**src/logic/srpc_pkg.sv**
```systemverilog
/*
  Constants shared by the soft reset and pin pad control block:
  register addresses, field positions and values after reset.
  Assumes 16-bit register addresses and data from the slave port front end.
*/
package srpc_pkg;

  // ----------------------------------------------------------------
  // Register addresses
  // ----------------------------------------------------------------
  localparam logic [15:0] PIN_CFG_ADDR = 16'hf7b9;    // Pad config of the multipurpose pin
  localparam logic [15:0] SOFT_RST_ADDR = 16'hf890;   // Soft reset control
  localparam logic [15:0] SYNTH_BASE_ADDR = 16'hf000; // First clock synthesizer register
  localparam logic [15:0] SYNTH_LAST_ADDR = 16'hf006; // Last clock synthesizer register
  localparam logic [15:0] PANIC_CFG_ADDR = 16'hf400;  // Fault manager setting
  localparam int SYNTH_COUNT = 7;                     // Registers in the synthesizer bank

  // ----------------------------------------------------------------
  // Field positions
  // ----------------------------------------------------------------
  localparam int PIN_PULL_BIT = 4;  // Pull-up enable
  localparam int PIN_SLEW_HI = 3;   // Slew rate, upper bit
  localparam int PIN_SLEW_LO = 2;   // Slew rate, lower bit
  localparam int PIN_DRIVE_HI = 1;  // Drive strength, upper bit
  localparam int PIN_DRIVE_LO = 0;  // Drive strength, lower bit
  localparam int SOFT_RST_BIT = 0;  // Active-low soft reset bit

  // ----------------------------------------------------------------
  // Values after reset, and the read answer for unmapped addresses
  // ----------------------------------------------------------------
  localparam logic [15:0] PIN_CFG_RESET = 16'h0018;
  localparam logic [15:0] SOFT_RST_RESET = 16'h0001;
  localparam logic [15:0] SYNTH_RESET = 16'h0000;     // Plain default for each synth word
  localparam logic [15:0] PANIC_CFG_RESET = 16'h0000; // Plain default for the fault setting
  localparam logic [15:0] UNMAPPED_READ = 16'h0000;   // Answer for unknown addresses

endpackage : srpc_pkg

```
**src/logic/srpc_pin_pad_cfg.sv**
```systemverilog
/*
  Pad configuration register of one multipurpose pin: pull-up, slew, drive.
  Assumes the top decodes the address and supplies the soft reset level.
*/
`timescale 1ns/10ps
`default_nettype none

module srpc_pin_pad_cfg (
  input wire logic ref_clk_in,
  input wire logic resetn_in,
  input wire logic wr_in,               // Write strobe, address already decoded
  input wire logic [15:0] wdata_in,     // Write data
  input wire logic soft_reset_in,       // High while the soft reset state holds
  output logic [15:0] value_out         // Stored register image
);
  import srpc_pkg::*;

  typedef struct packed {
    logic [15:0] value;  // Only bits 4..0 are storage
  } srpc_pin_state_type;

  srpc_pin_state_type state;       // Registered state
  srpc_pin_state_type next_state;  // Next state

  // ----------------------------------------------------------------
  // Next state
  // ----------------------------------------------------------------
  // Soft reset wins over a write, so a write during soft reset is lost
  always_comb begin
    next_state = state;
    if (soft_reset_in) begin
      next_state.value = PIN_CFG_RESET;
    end else if (wr_in) begin
      next_state.value = 16'h0000;       // Reserved bits are read-only zero
      next_state.value[PIN_PULL_BIT] = wdata_in[PIN_PULL_BIT];
      next_state.value[PIN_SLEW_HI:PIN_SLEW_LO] = wdata_in[PIN_SLEW_HI:PIN_SLEW_LO];
      next_state.value[PIN_DRIVE_HI:PIN_DRIVE_LO] = wdata_in[PIN_DRIVE_HI:PIN_DRIVE_LO];
    end
  end

  // ----------------------------------------------------------------
  // State register
  // ----------------------------------------------------------------
  always_ff @(posedge ref_clk_in or negedge resetn_in) begin
    if (!resetn_in) begin
      state.value <= PIN_CFG_RESET;
    end else begin
      state <= next_state;
    end
  end

  assign value_out = state.value;

endmodule : srpc_pin_pad_cfg

`default_nettype wire

```
**src/logic/srpc_soft_reset_pin_control.sv**
```systemverilog
/*
  Soft reset control and multipurpose pin pad control, register side.
  Assumes an I2C/SPI slave front end that turns each transaction into a
  one-cycle read or write strobe with 16-bit address and data.
*/
`timescale 1ns/10ps
`default_nettype none

module srpc_soft_reset_pin_control (
  input wire logic ref_clk_in,
  input wire logic resetn_in,                // Hardware reset pin, active low
  input wire logic [15:0] reg_addr_in,       // Register address from slave port
  input wire logic [15:0] reg_wdata_in,      // Write data from slave port
  input wire logic reg_wr_in,                // One-cycle write strobe
  input wire logic reg_rd_in,                // One-cycle read strobe
  input wire logic spi_select_in,            // Pulse: front end saw SPI entry
  output logic [15:0] reg_rdata_out,         // Read data, registered
  output logic reg_ack_out,                  // One-cycle answer to a strobe
  output logic spi_mode_out,                 // High: control port in SPI mode
  output logic soft_reset_out,               // High: soft reset state, for other regs
  output logic pin_pullup_enable_out,        // Pull-up enable of the pin
  output logic [1:0] pin_slew_select_out,    // Slew rate of the pin
  output logic [1:0] pin_drive_select_out,   // Drive strength of the pin
  output logic [15:0] panic_cfg_out          // Fault manager setting
);
  import srpc_pkg::*;

  // ----------------------------------------------------------------
  // Address decode helper
  // ----------------------------------------------------------------
  // Shared by the write decode and the read mux
  function automatic logic in_synth_range(input logic [15:0] addr);
    in_synth_range = (addr >= SYNTH_BASE_ADDR) && (addr <= SYNTH_LAST_ADDR);
  endfunction : in_synth_range

  // ----------------------------------------------------------------
  // State
  // ----------------------------------------------------------------
  // All local state in one image, copied whole on each edge
  typedef struct packed {
    logic [15:0] soft_reg;  // Soft reset register image
    logic [15:0] panic;     // Fault manager setting
    logic spi_mode;         // Control port mode flag
    logic ack;              // Answer pulse
    logic [15:0] rdata;     // Read data
  } srpc_top_state_type;

  srpc_top_state_type state;       // Registered state
  srpc_top_state_type next_state;  // Next state

  logic soft_active;        // Soft reset state held
  logic wr_pin;             // Decoded write to pin register
  logic wr_synth;           // Decoded write to synth bank
  logic [15:0] pin_value;   // Pin register image
  logic [6:0][15:0] synth_words;  // Synth bank images

  // Level taken straight from the stored bit: it starts one edge after
  // the write and cannot glitch on a strobe
  assign soft_active = ~state.soft_reg[SOFT_RST_BIT];  // Active low bit
  assign wr_pin = reg_wr_in && (reg_addr_in == PIN_CFG_ADDR);
  assign wr_synth = reg_wr_in && in_synth_range(reg_addr_in);

  // ----------------------------------------------------------------
  // Sub-blocks
  // ----------------------------------------------------------------
  // The only local register that the soft reset level forces
  srpc_pin_pad_cfg u_pin (
    .ref_clk_in(ref_clk_in),
    .resetn_in(resetn_in),
    .wr_in(wr_pin),
    .wdata_in(reg_wdata_in),
    .soft_reset_in(soft_active),
    .value_out(pin_value)
  );

  // Bank has no soft reset input, so it cannot be disturbed
  srpc_synth_bank u_synth (
    .ref_clk_in(ref_clk_in),
    .resetn_in(resetn_in),
    .wr_in(wr_synth),
    .index_in(reg_addr_in[2:0]),
    .wdata_in(reg_wdata_in),
    .words_out(synth_words)
  );

  // ----------------------------------------------------------------
  // Next state
  // ----------------------------------------------------------------
  // Strobes are answered whatever the soft reset state, so the host
  // can always reach the soft reset bit again to leave it
  always_comb begin
    next_state = state;
    next_state.ack = reg_wr_in | reg_rd_in;  // Never gated
    // Mode flag only ever sets; cleared by the reset pin alone
    if (spi_select_in) begin
      next_state.spi_mode = 1'b1;
    end
    // Soft reset register, writable in both states
    if (reg_wr_in && (reg_addr_in == SOFT_RST_ADDR)) begin
      next_state.soft_reg = reg_wdata_in;
    end
    // Fault setting ignores the soft reset state
    if (reg_wr_in && (reg_addr_in == PANIC_CFG_ADDR)) begin
      next_state.panic = reg_wdata_in;
    end
    // Read mux, registered; rdata loads only on a read, so it stands
    // until the next one
    if (reg_rd_in) begin
      if (reg_addr_in == PIN_CFG_ADDR) begin
        next_state.rdata = pin_value;
      end else if (reg_addr_in == SOFT_RST_ADDR) begin
        next_state.rdata = state.soft_reg;
      end else if (reg_addr_in == PANIC_CFG_ADDR) begin
        next_state.rdata = state.panic;
      end else if (in_synth_range(reg_addr_in)) begin
        next_state.rdata = synth_words[reg_addr_in[2:0]];
      end else begin
        next_state.rdata = UNMAPPED_READ;  // Unknown address
      end
    end
  end

  // ----------------------------------------------------------------
  // State register
  // ----------------------------------------------------------------
  // Hardware reset is the only path back to I2C mode
  always_ff @(posedge ref_clk_in or negedge resetn_in) begin
    if (!resetn_in) begin
      state.soft_reg <= SOFT_RST_RESET;
      state.panic <= PANIC_CFG_RESET;
      state.spi_mode <= 1'b0;
      state.ack <= 1'b0;
      state.rdata <= 16'h0000;
    end else begin
      state <= next_state;
    end
  end

  // ----------------------------------------------------------------
  // Outputs
  // ----------------------------------------------------------------
  assign reg_rdata_out = state.rdata;
  assign reg_ack_out = state.ack;
  assign spi_mode_out = state.spi_mode;
  assign soft_reset_out = soft_active;  // Other control registers reset on this
  // Fields split out of the stored image; reserved bits never reach the pad
  assign pin_pullup_enable_out = pin_value[PIN_PULL_BIT];
  assign pin_slew_select_out = pin_value[PIN_SLEW_HI:PIN_SLEW_LO];
  assign pin_drive_select_out = pin_value[PIN_DRIVE_HI:PIN_DRIVE_LO];
  assign panic_cfg_out = state.panic;
endmodule : srpc_soft_reset_pin_control

`default_nettype wire

```
**src/logic/srpc_synth_bank.sv**
```systemverilog
/*
  Clock synthesizer register bank, seven words, kept across soft reset.
  Assumes the top gives a decoded write strobe and a word index.
*/
`timescale 1ns/10ps
`default_nettype none

module srpc_synth_bank (
  input wire logic ref_clk_in,
  input wire logic resetn_in,
  input wire logic wr_in,                // Write strobe for the bank
  input wire logic [2:0] index_in,       // Word index inside the bank
  input wire logic [15:0] wdata_in,      // Write data
  output logic [6:0][15:0] words_out     // All stored words
);
  import srpc_pkg::*;

  typedef struct packed {
    logic [6:0][15:0] words;  // Storage, addressed by index
  } srpc_synth_state_type;

  srpc_synth_state_type state;       // Registered state
  srpc_synth_state_type next_state;  // Next state

  // ----------------------------------------------------------------
  // Next state
  // ----------------------------------------------------------------
  // No soft reset input at all: the bank cannot be disturbed by it
  always_comb begin
    next_state = state;
    if (wr_in && (int'(index_in) < SYNTH_COUNT)) begin
      next_state.words[index_in] = wdata_in;  // Accepted in any state
    end
  end

  // ----------------------------------------------------------------
  // State register, hardware reset only
  // ----------------------------------------------------------------
  always_ff @(posedge ref_clk_in or negedge resetn_in) begin
    if (!resetn_in) begin
      state.words <= {SYNTH_COUNT{SYNTH_RESET}};
    end else begin
      state <= next_state;
    end
  end

  assign words_out = state.words;

endmodule : srpc_synth_bank

`default_nettype wire

```
**config.mk**
```make
export PLATFORM = sky130hd
export DESIGN_NAME = srpc_soft_reset_pin_control
export DESIGN_NICKNAME = d
export VERILOG_FILES = /design/src/logic/srpc_pkg.sv /design/src/logic/srpc_pin_pad_cfg.sv /design/src/logic/srpc_soft_reset_pin_control.sv /design/src/logic/srpc_synth_bank.sv
export SDC_FILE = /design/constraint.sdc
export NUM_CORES = 1
export LEC_CHECK = 0
export ABC_AREA = 1
export BUFFER_PORTS_ARGS = -buffer_cell sky130_fd_sc_hd__buf_2
export CORE_MARGIN = 10
export CORE_UTILIZATION = 45
export CTS_CLUSTER_SIZE = 8
export DETAILED_ROUTE_END_ITERATION = 8
export PLACE_DENSITY = 0.62
export SYNTH_ARGS = -nofsm -noshare
export SYNTH_HDL_FRONTEND = slang
export SYNTH_HIERARCHICAL = 1
export SYNTH_SLANG_ARGS = --single-unit
```
**constraint.sdc**
```tcl
create_clock -name ref_clk_in -period 1.2 [get_ports ref_clk_in]
set_input_delay 0.12 -clock ref_clk_in [delete_from_list [all_inputs] [get_ports ref_clk_in]]
set_output_delay 0.12 -clock ref_clk_in [all_outputs]
set_load 0.01 [all_outputs]
```
* Yosys cells after proc, flatten, opt, wreduce, memory -nomap -nowiden
Cells that the tools add are included.
** Word-level totals
- Register bits after elaboration :: 178
- Input bits :: 37
** Cells by class
- Magnitude comparators :: 5
- Equal/unequal tests :: 4
- Mux-type cells :: 11
- Bitwise operators :: 2
- Reduce and logical (&&, ||, !) cells :: 7
** Operators by type and width (number)
- 16-bit two-way mux :: 8
- 112-bit bitwise mux :: 1
- 16-bit binary-select mux with 3-bit select :: 1
- 16-bit demux with 3-bit select :: 1
- 16-bit equality test (second input constant) :: 3
- 16-bit >= comparator (second input constant) :: 1
- 16-bit <= comparator (second input constant) :: 1
- 1-bit logical AND :: 7
- 3-bit by 4-bit < comparator with 1-bit output (second input constant) :: 1
- 3-bit by 1-bit >= comparator with 1-bit output (second input constant) :: 1
- 3-bit < comparator (second input constant) :: 1
- 2-bit by 1-bit != test with 1-bit output (second input constant) :: 1
- 1-bit NOT :: 1
- 1-bit bitwise OR :: 1

* Longest topological paths before layout
Gate-level depths: netlist of run 1.
- Word-level depth :: 6
- Depth in mapped cells :: 14

* Modules after synthesis
Netlist of run 1, hierarchy kept.
** By module, submodules not included
- srpc_synth_bank :: instances 1, cells each 494, area an instance 4471.8 µm², seq. area each 2802.7 µm²
- srpc_soft_reset_pin_control :: instances 1, cells each 706, area an instance 4120.2 µm², seq. area each 1252.5 µm²
- srpc_pin_pad_cfg :: instances 1, cells each 34, area an instance 291.5 µm², seq. area each 127.6 µm²

* Least setup slack after synthesis of run 1
Ideal clock, no wire load.
- Path kind :: input to register
- From :: input port reg_addr_in[2]
- To :: register u_synth.state, in the netlist u_synth/words_out[10]
- Setup time :: 0.066 ns
- Arrival :: 1.582 ns
- Setup slack :: -0.448 ns
- Stages :: 10
- Buffers on the path :: 3
- Path through :: buf_2 > nand3_1 > nand3_1 > nor3_1 > inv_1 > nor2_8 > buf_4 > buf_4 > nand3_1 > nand2_1
** RTL lines
- start, declared :: line srpc_soft_reset_pin_control.sv:12 : input wire logic [15:0] reg_addr_in,
- 16-bit >= comparator or 16-bit <= comparator (tied branches) :: line srpc_soft_reset_pin_control.sv:33 : in_synth_range = (addr >= SYNTH_BASE_ADDR) && (addr <= SYNTH_LAST_ADDR);
- 1-bit logical AND * :: line srpc_soft_reset_pin_control.sv:33
- 1-bit logical AND * :: line srpc_soft_reset_pin_control.sv:61 : assign wr_synth = reg_wr_in && in_synth_range(reg_addr_in);
- named net wr_synth :: line srpc_soft_reset_pin_control.sv:53 : logic wr_synth;
- 1-bit logical AND * :: line srpc_synth_bank.sv:31 : if (wr_in && (int'(index_in) < SYNTH_COUNT)) begin
- end signal, assigned :: line srpc_synth_bank.sv:43 : state <= next_state;
- end, declared :: line srpc_synth_bank.sv:22 : srpc_synth_state_type state;
The timed path passes the listed nets; every way through them passes the cells marked *.
A chain may end at the register's enable or synchronous reset.

* Worst setup path in the final report of run 1
- From :: register state[34] in the netlist's numbering
- To :: output port soft_reset_out
** On the way
- Longest elaborated chain between the ends :: 1
** RTL lines
- start, declared :: line srpc_soft_reset_pin_control.sv:48 : srpc_top_state_type state;
- start signal, assigned :: line srpc_soft_reset_pin_control.sv:135 : state <= next_state;
- 1-bit NOT :: line srpc_soft_reset_pin_control.sv:59 : assign soft_active = ~state.soft_reg[SOFT_RST_BIT];
- end, declared :: line srpc_soft_reset_pin_control.sv:20 : output logic soft_reset_out,
No other way between the ends.

==> impl_results.md, run 1 <==
- Minimum clock period after layout: 1.25 ns
- Pin count of the biggest net entering global routing: 41
- Initial detailed-routing violation count: roughly 700
- Final Hold Vio Count: 0
- Lkg Pwr: 6.22 nW
- Via count of the first global-routing pass: 7,742
- N_diodes: 0
- Ports: a little under 80
- Sum of net half-perimeters after detailed placement: 16.8 mm
- Count leader, synth: sky130_fd_sc_hd__nand2_1
- Power density over the cells: 1110 mW/mm²
- Root Buffer Master: sky130_fd_sc_hd__clkbuf_16
- Cell type with the highest aggregate area in the netlist: sky130_fd_sc_hd__dfrtp_1
- Fraction of layout instances using a drive strength above 1: 0.245
- Number of rows in the core area: slightly above 50
- Failing checks: negative setup slack
- Sw Pwr: 3.00 mW
- Die Width: ~160 µm
- Clock network fraction of design power: 0.468
- Average routed wire per standard cell: 15.8 µm
- Fraction of registers with async set/reset: 1.00
- Number of synthesized flops with an enable pin: 0
- Wire length after detailed routing: ~26 mm
- Top cell types by occurrence after synthesis: 590 x sky130_fd_sc_hd__nand2_1, 164 x sky130_fd_sc_hd__dfrtp_1, 135 x sky130_fd_sc_hd__nand3_1, 86 x sky130_fd_sc_hd__inv_1, 51 x sky130_fd_sc_hd__buf_4
- Worst slack after detailed placement: -0.517 ns
- Critical path cell sequence: inv_4 > buf_6
- Worst Max-Slew Pin Slew: 0.591 ns
- Clock latency on the worst-skew pair: between 0.4 and 0.5 ns
- Final Max Tran Viols: 0
- Timing-limited maximum frequency: about 0.80 GHz
- Number of different library cells in the post-synthesis netlist: 29
- Worst-case headroom to the max-slew limit: 0.606
- Switching share of power: 0.241
- Kind of cell adding the most delay to the critical path: flip-flops
- H-tree level count: 4
- CP required: 1.08 ns
- Hold_ws: 0.0151 ns
- Number of nets with antenna violations after detailed routing: 0
- Fraction of power consumed by combinational cells: 0.080
- Clock input transition at the sequential cells of the worst setup and hold paths: approximately 0.060 ns
- Syn Std Cell Area: 0.00888 mm²
- Die height: 161 µm
- Via count of the routed design: between 8k and 9k
- Clock tree from TritonCTS: done
- Worst-case setup margin in the final layout: -0.0475 ns
- Antenna violations before repair: 0
- Share of power burned in registers: 0.452
- Setup TNS: -0.0987 ns
- RSZ-0062 raised after global routing: yes
- Post-route clock skew: slightly below 0.006 ns
- Layout overhead on the synthesized area: 26.2%
- Placeable Area: between 0.015 and 0.02 mm²
- Placed Instance Area: 0.00981 mm²
- Top post-synthesis cells by area: sky130_fd_sc_hd__dfrtp_1 46%, sky130_fd_sc_hd__nand2_1 25%, sky130_fd_sc_hd__nand3_1 7.6%
- DR DRC count: 0
- Count of input and output buffers: 76
- Maximum number of buffers from clock root to sink: 2
- Primary flip-flop cell chosen by synthesis mapping: sky130_fd_sc_hd__dfrtp_1
- Ys Warns: 6
- Result of the run: finished, violations left
- Capturing element type of the critical path: output port
- Total CTS buffers: 17
- Highest-delay cell along the critical path: sky130_fd_sc_hd__dfstp_2
- End-of-flow core utilization: 0.576
- Worst VDD drop: 0.00114 V
- Max-cap check violation count: 0
- Proportion of synthesized chip area in sequential cells: 0.471
- Cells after Synth: about 1.2k
- Category of the critical setup timing path: flip-flop to output port
- Buf/Inv on CP: 2
- Final layout net count: 1,378
- Syn Area/Cell: ~7 µm²
- Routability-driven placement congestion ratio: ~0.82
- Yosys reg bits: between 150 and 200
- Critical path fanouts, max: 2
- Number of optimization iterations in the first detailed-route pass: 5
- Critical path startpoint category: flip-flop
- Fill cells: 1,824
- Arr. time, crit path: 1.13 ns
- Remaining global-route overflow: 0
- Post-route cell area: approximately 0.011 mm²
- Global-route wire length before repair: 41.1 mm
- Initial core utilization: 0.456
- Via-per-instance ratio: 4.95
- Total die area: 0.0258 mm²
- Final period utilization: 1.04
- Final count of negative-setup-slack endpoints: 5
- Int Power: 9.46 mW
- GRT Util Overall: 0.194
- Delay contributed by the slowest stage of the critical path: roughly 0.55 ns
- Area share of the largest cell type after synthesis: 0.462
- Total number of clock tree sinks: 167
- Min-delay worst type: input port to flip-flop
-- layout by cell type (no fill, tap or decap), drive strengths merged, types with 6 or more instances in the layout --
master,n
conb,11
o21ai,47
or2,27
inv,91
dfrtp,164
buf,172
nand2,602
clkbuf,23
nand3,135
clkinv,6
nor2,60
-- sequential cells by signal, indices dropped and copies added (netlist names) --
signal / flops
state: 16
u_synth/words_out: 112
reg_ack_out: 1
reg_rdata_out: 16
u_pin/value_out: 5
spi_mode_out: 1
panic_cfg_out: 16
-- layer usage --
layer  wire (µm)  vias to the layer above  GRT usage  share of wire
met2       11900                      252      0.312           0.47
met1       11900                     3791      0.264           0.47
li1            -                     3950          -              -
met3        1530                       20     0.0371          0.060
met5           0                        -          0              0
met4         244                        0     0.0455         0.0096
-- final cells by class --
type,instances,area (µm²),area share
Clock buffer,22,484,0.0432
Clock inverter,10,143,0.0127
Inverter,91,349,0.0311
Multi-Input combinational cell,889,4240,0.378
Sequential cell,167,4180,0.373
Tap cell,265,332,0.0296
Timing Repair Buffer,175,1480,0.132
-- power groups by stage --
stage	Combinational [mW]	Sequential, mW	Clock (mW)
after floorplan	0.373	5.74	0
after global placement	0.893	5.74	0
after detailed placement	0.895	5.74	0
after CTS	0.937	5.63	5.92
after global routing	1.09	5.63	6.17
final	0.998	5.63	5.83
-- cells by family (layout without fill, tap and decap cells) --
family / Yosys count / after routing / synth area share
buffers and inverters: 190 / 298 / 0.109
DFF: 167 / 167 / 0.471
and+or+nand+nor: 827 / 829 / 0.392
other: 1 / 11 / 0.000422
AOI/OAI and AO/OA: 49 / 49 / 0.0276
-- worst register-to-register path, delay by kind of cell (launching register included) --
family / cells / cell delay [ns]
AND/OR/NAND/NOR: 11 / 0.66
buffers and inverters: 1 / 0.05
flip-flops: 1 / 0.38
-- final timing paths --
| path | startpoint | end | cells after the start | slack, ns |
|---|---|---|---|---|
| setup / recovery | state[34] | soft_reset_out | 2 | -0.05 |
| hold / removal | reg_wdata_in[11] | u_synth/words_out[11] | 3 | 0.02 |
| setup reg to reg | u_synth/words_out[45] | reg_rdata_out[13] | 12 | 0 |
| hold reg to reg | spi_mode_out | spi_mode_out | 1 | 0.47 |
| max in group asynchronous | resetn_in | state[34] | 3 | 0.48 |
| min in group asynchronous | resetn_in | reg_rdata_out[8] | 2 | 0.15 |
-- stage by stage --
stage          power [mW]  instances
6_report             12.5       1619
5_1_grt              12.9       1619
4_1_cts              12.5       1594
3_5_place_dp         6.63       1551
3_3_place_gp         6.63       1551
2_1_floorplan        6.11       1244
-- what timing repair did --
| item | CTS | global route |
|---|---|---|
| gates resized for setup | 43 | 74 |
| endpoints found under the hold margin | 165 | 0 |
| gates cloned | 1 | 3 |
| endpoints found under the setup margin | 97 | 124 |
| hold buffers | 2 | 0 |
| pin swaps | 28 | 42 |
| setup buffers | 8 | 22 |
Note: power is estimated with default switching activity, not from simulation.
==> run 2, diff against run 1 <==
--- a/config.mk
+++ b/config.mk
@@ -11,7 +11,10 @@
 export CORE_UTILIZATION = 45
 export CTS_CLUSTER_SIZE = 8
 export DETAILED_ROUTE_END_ITERATION = 8
+export GPL_TIMING_DRIVEN = 0
 export PLACE_DENSITY = 0.62
+export REMOVE_ABC_BUFFERS = 1
+export SLEW_MARGIN = 25
 export SYNTH_ARGS = -nofsm -noshare
 export SYNTH_HDL_FRONTEND = slang
 export SYNTH_HIERARCHICAL = 1
==> run 2 against run 1 <==
Against the previous run: sequential cell count stayed put; design area up 2.8%; largest power group unchanged; combinational power up 8%; worst setup slack worse by 0.0072 ns; die area stayed put; register-to-register slack about the same; power down 0.36%; the run ends with negative hold slack, negative setup slack left.
==> impl_results.md, run 2 (same netlist as run 1, synthesis figures left out) <==
- Initial detailed-routing violation count: 747
- Clock network fraction of design power: 0.459
- Clock input transition at the sequential cells of the worst setup and hold paths: 0.07 ns
- Pin count of the biggest net entering global routing: 59
- Maximum number of buffers from clock root to sink: 2
- Flop-to-flop setup slack: 0 ns
- Placed instance count: 1,489
- Most common cell after layout, fill and taps aside: sky130_fd_sc_hd__nand2_1
- Final layout net count: around 1.4k
- Routability-driven placement congestion ratio: 0.854
- Sum of net half-perimeters after detailed placement: 15.0 mm
- RSZ-0062 raised after global routing: yes
- Minimum clock period after layout: roughly 1.3 ns
- N_diodes: 0
- Clock latency on the worst-skew pair: ~0.44 ns
- Initial core utilization: 0.456
- Final Max Tran Viols: 0
- Sw Pwr: 3.10 mW
- Category of the critical setup timing path: flip-flop to output port
- Number of rows in the core area: between 50 and 60
- Post-route met1 wirelength: 12.5 mm
- Detailed route wirelength on metal3: 1.96 mm
- Lkg Pwr: 6.18 nW
- Root Buffer Master: sky130_fd_sc_hd__clkbuf_16
- Fraction of power consumed by combinational cells: 0.087
- Worst VDD drop: 0.000959 V
- Final count of negative-setup-slack endpoints: 48
- Remaining global-route overflow: 0
- Fraction of layout instances using a drive strength above 1: 0.251
- Die Width: between 150 and 200 µm
- Via count of the routed design: 8,313
- Routed length on met2: 13.4 mm
- Critical path startpoint category: flip-flop
- Average routed wire per standard cell: 17.8 µm
- End-of-flow core utilization: 0.592
- CTS hold repair buffers: 2
- Most frequent cells in the layout: 541 x sky130_fd_sc_hd__nand2_1, 164 x sky130_fd_sc_hd__dfrtp_1, 102 x sky130_fd_sc_hd__nand3_1, 78 x sky130_fd_sc_hd__inv_1, 59 x sky130_fd_sc_hd__buf_2
- Largest register FFs: 112
- Timing-limited maximum frequency: around 0.8 GHz
- Die height: 161 µm
- Total die area: 0.0258 mm²
- Fill cells: 1,719
- Share of power burned in registers: 0.454
- Via-per-instance ratio: 5.17
- Critical path fanouts, max: 2
- Int Power: 9.31 mW
- Wire length after detailed routing: 28.6 mm
- Power density over the cells: 1080 mW/mm²
- Highest Signal Layer: met4
- DR DRC count: 0
- Final period utilization: 1.05
- Critical Path Sink: soft_reset_out
- CP required: between 1 and 1.5 ns
- CP startpoint: state[34]
- Min-delay worst type: input port to async pin
- Post-route clock skew: 0.0111 ns
- Switching share of power: 0.250
- Clock tree from TritonCTS: done
- Worst reg2reg startpoint: u_synth/words_out[38]
- Number of optimization iterations in the first detailed-route pass: 5
- Worst-case setup margin in the final layout: -0.0547 ns
- Placed Instance Area: 0.00911 mm²
- Worst slack after detailed placement: -2.61 ns
- Post-route cell area: 0.0115 mm²
- Antenna violations before repair: 0
- Via count of the first global-routing pass: 7,790
- GRT Util Overall: 0.207
- Setup TNS: -1.22 ns
- Ports: 77
- Final Hold Vio Count: 75
- Failing checks: negative hold slack, negative setup slack
- Placeable Area: slightly below 0.02 mm²
- Logic depth of the worst register-to-register path: 10
- Worst Max-Slew Pin Slew: 0.901 ns
- Area taken by flip-flops and latches: 0.00418 mm²
- Result of the run: finished, violations left
- Total number of clock tree sinks: 167
- Layout overhead on the synthesized area: 29.7%
- Global-route wire length before repair: 42.8 mm
- H-tree level count: 4
- Footprint of the multi-input gates: 0.00451 mm²
- Count of input and output buffers: 76
- Arr. time, crit path: 1.13 ns
- Non-filler instance count after layout: 1,609
- Capture instance of the worst register-to-register path: reg_rdata_out[6]
- Power, Total: 12.4 mW
- Worst-case headroom to the max-slew limit: 0.395
- Total CTS buffers: 17
- Hold_ws: -0.403 ns
- Capturing element type of the critical path: output port
- Max-cap check violation count: 0
- Number of nets with antenna violations after detailed routing: 0
[run 2: worst max-delay path, cell delays in order (launching register included)]
cell,delay (ns)
sky130_fd_sc_hd__dfstp_2,0.55
sky130_fd_sc_hd__inv_4,0.04
sky130_fd_sc_hd__buf_6,0.11
[run 2: worst min-delay path by stage]
stage,from,endpoint,slack [ns],cells past startpoint
global placement,spi_select_in,spi_mode_out,0.31,2
finish,resetn_in,u_synth/words_out[9],-0.40,1
global route,resetn_in,u_synth/words_out[9],-0.38,1
floorplan,resetn_in,panic_cfg_out[0],-0.18,0
CTS,resetn_in,u_synth/words_out[9],-0.39,1
detailed placement,resetn_in,u_synth/words_out[9],0.07,1
[run 2: power by group through the flow]
stage | registers (mW) | logic (mW) | clock network (mW)
finish | 5.63 | 1.08 | 5.70
global route | 5.63 | 1.18 | 5.96
CTS | 5.63 | 0.949 | 5.76
detailed placement | 5.74 | 0.756 | 0
global placement | 5.74 | 0.717 | 0
floorplan | 5.74 | 0.280 | 0
[run 2: timing repair]
action / in CTS / in global routing
buffers inserted: 33 / 35
gates resized for setup: 121 / 89
cloned: 11 / 7
pin swaps: 35 / 51
endpoints found under the setup margin: 168 / 168
hold endpoints to repair: 55 / 52
[run 2: metal layers]
layer | GRT usage | vias up
li1 | - | 3967
met1 | 0.276 | 3975
met2 | 0.331 | 320
met3 | 0.0386 | 51
met4 | 0.0676 | 0
met5 | 0 | -
[run 2: area by class of cell]
cell class                      instances  share of cell area
Sequential cell                       167               0.363
Clock inverter                         12              0.0130
Timing Repair Buffer                  155               0.129
Timing Repair inverter                  1            0.000977
Inverter                               91              0.0351
Multi-Input combinational cell        898               0.391
Tap cell                              265              0.0288
Clock buffer                           20              0.0388
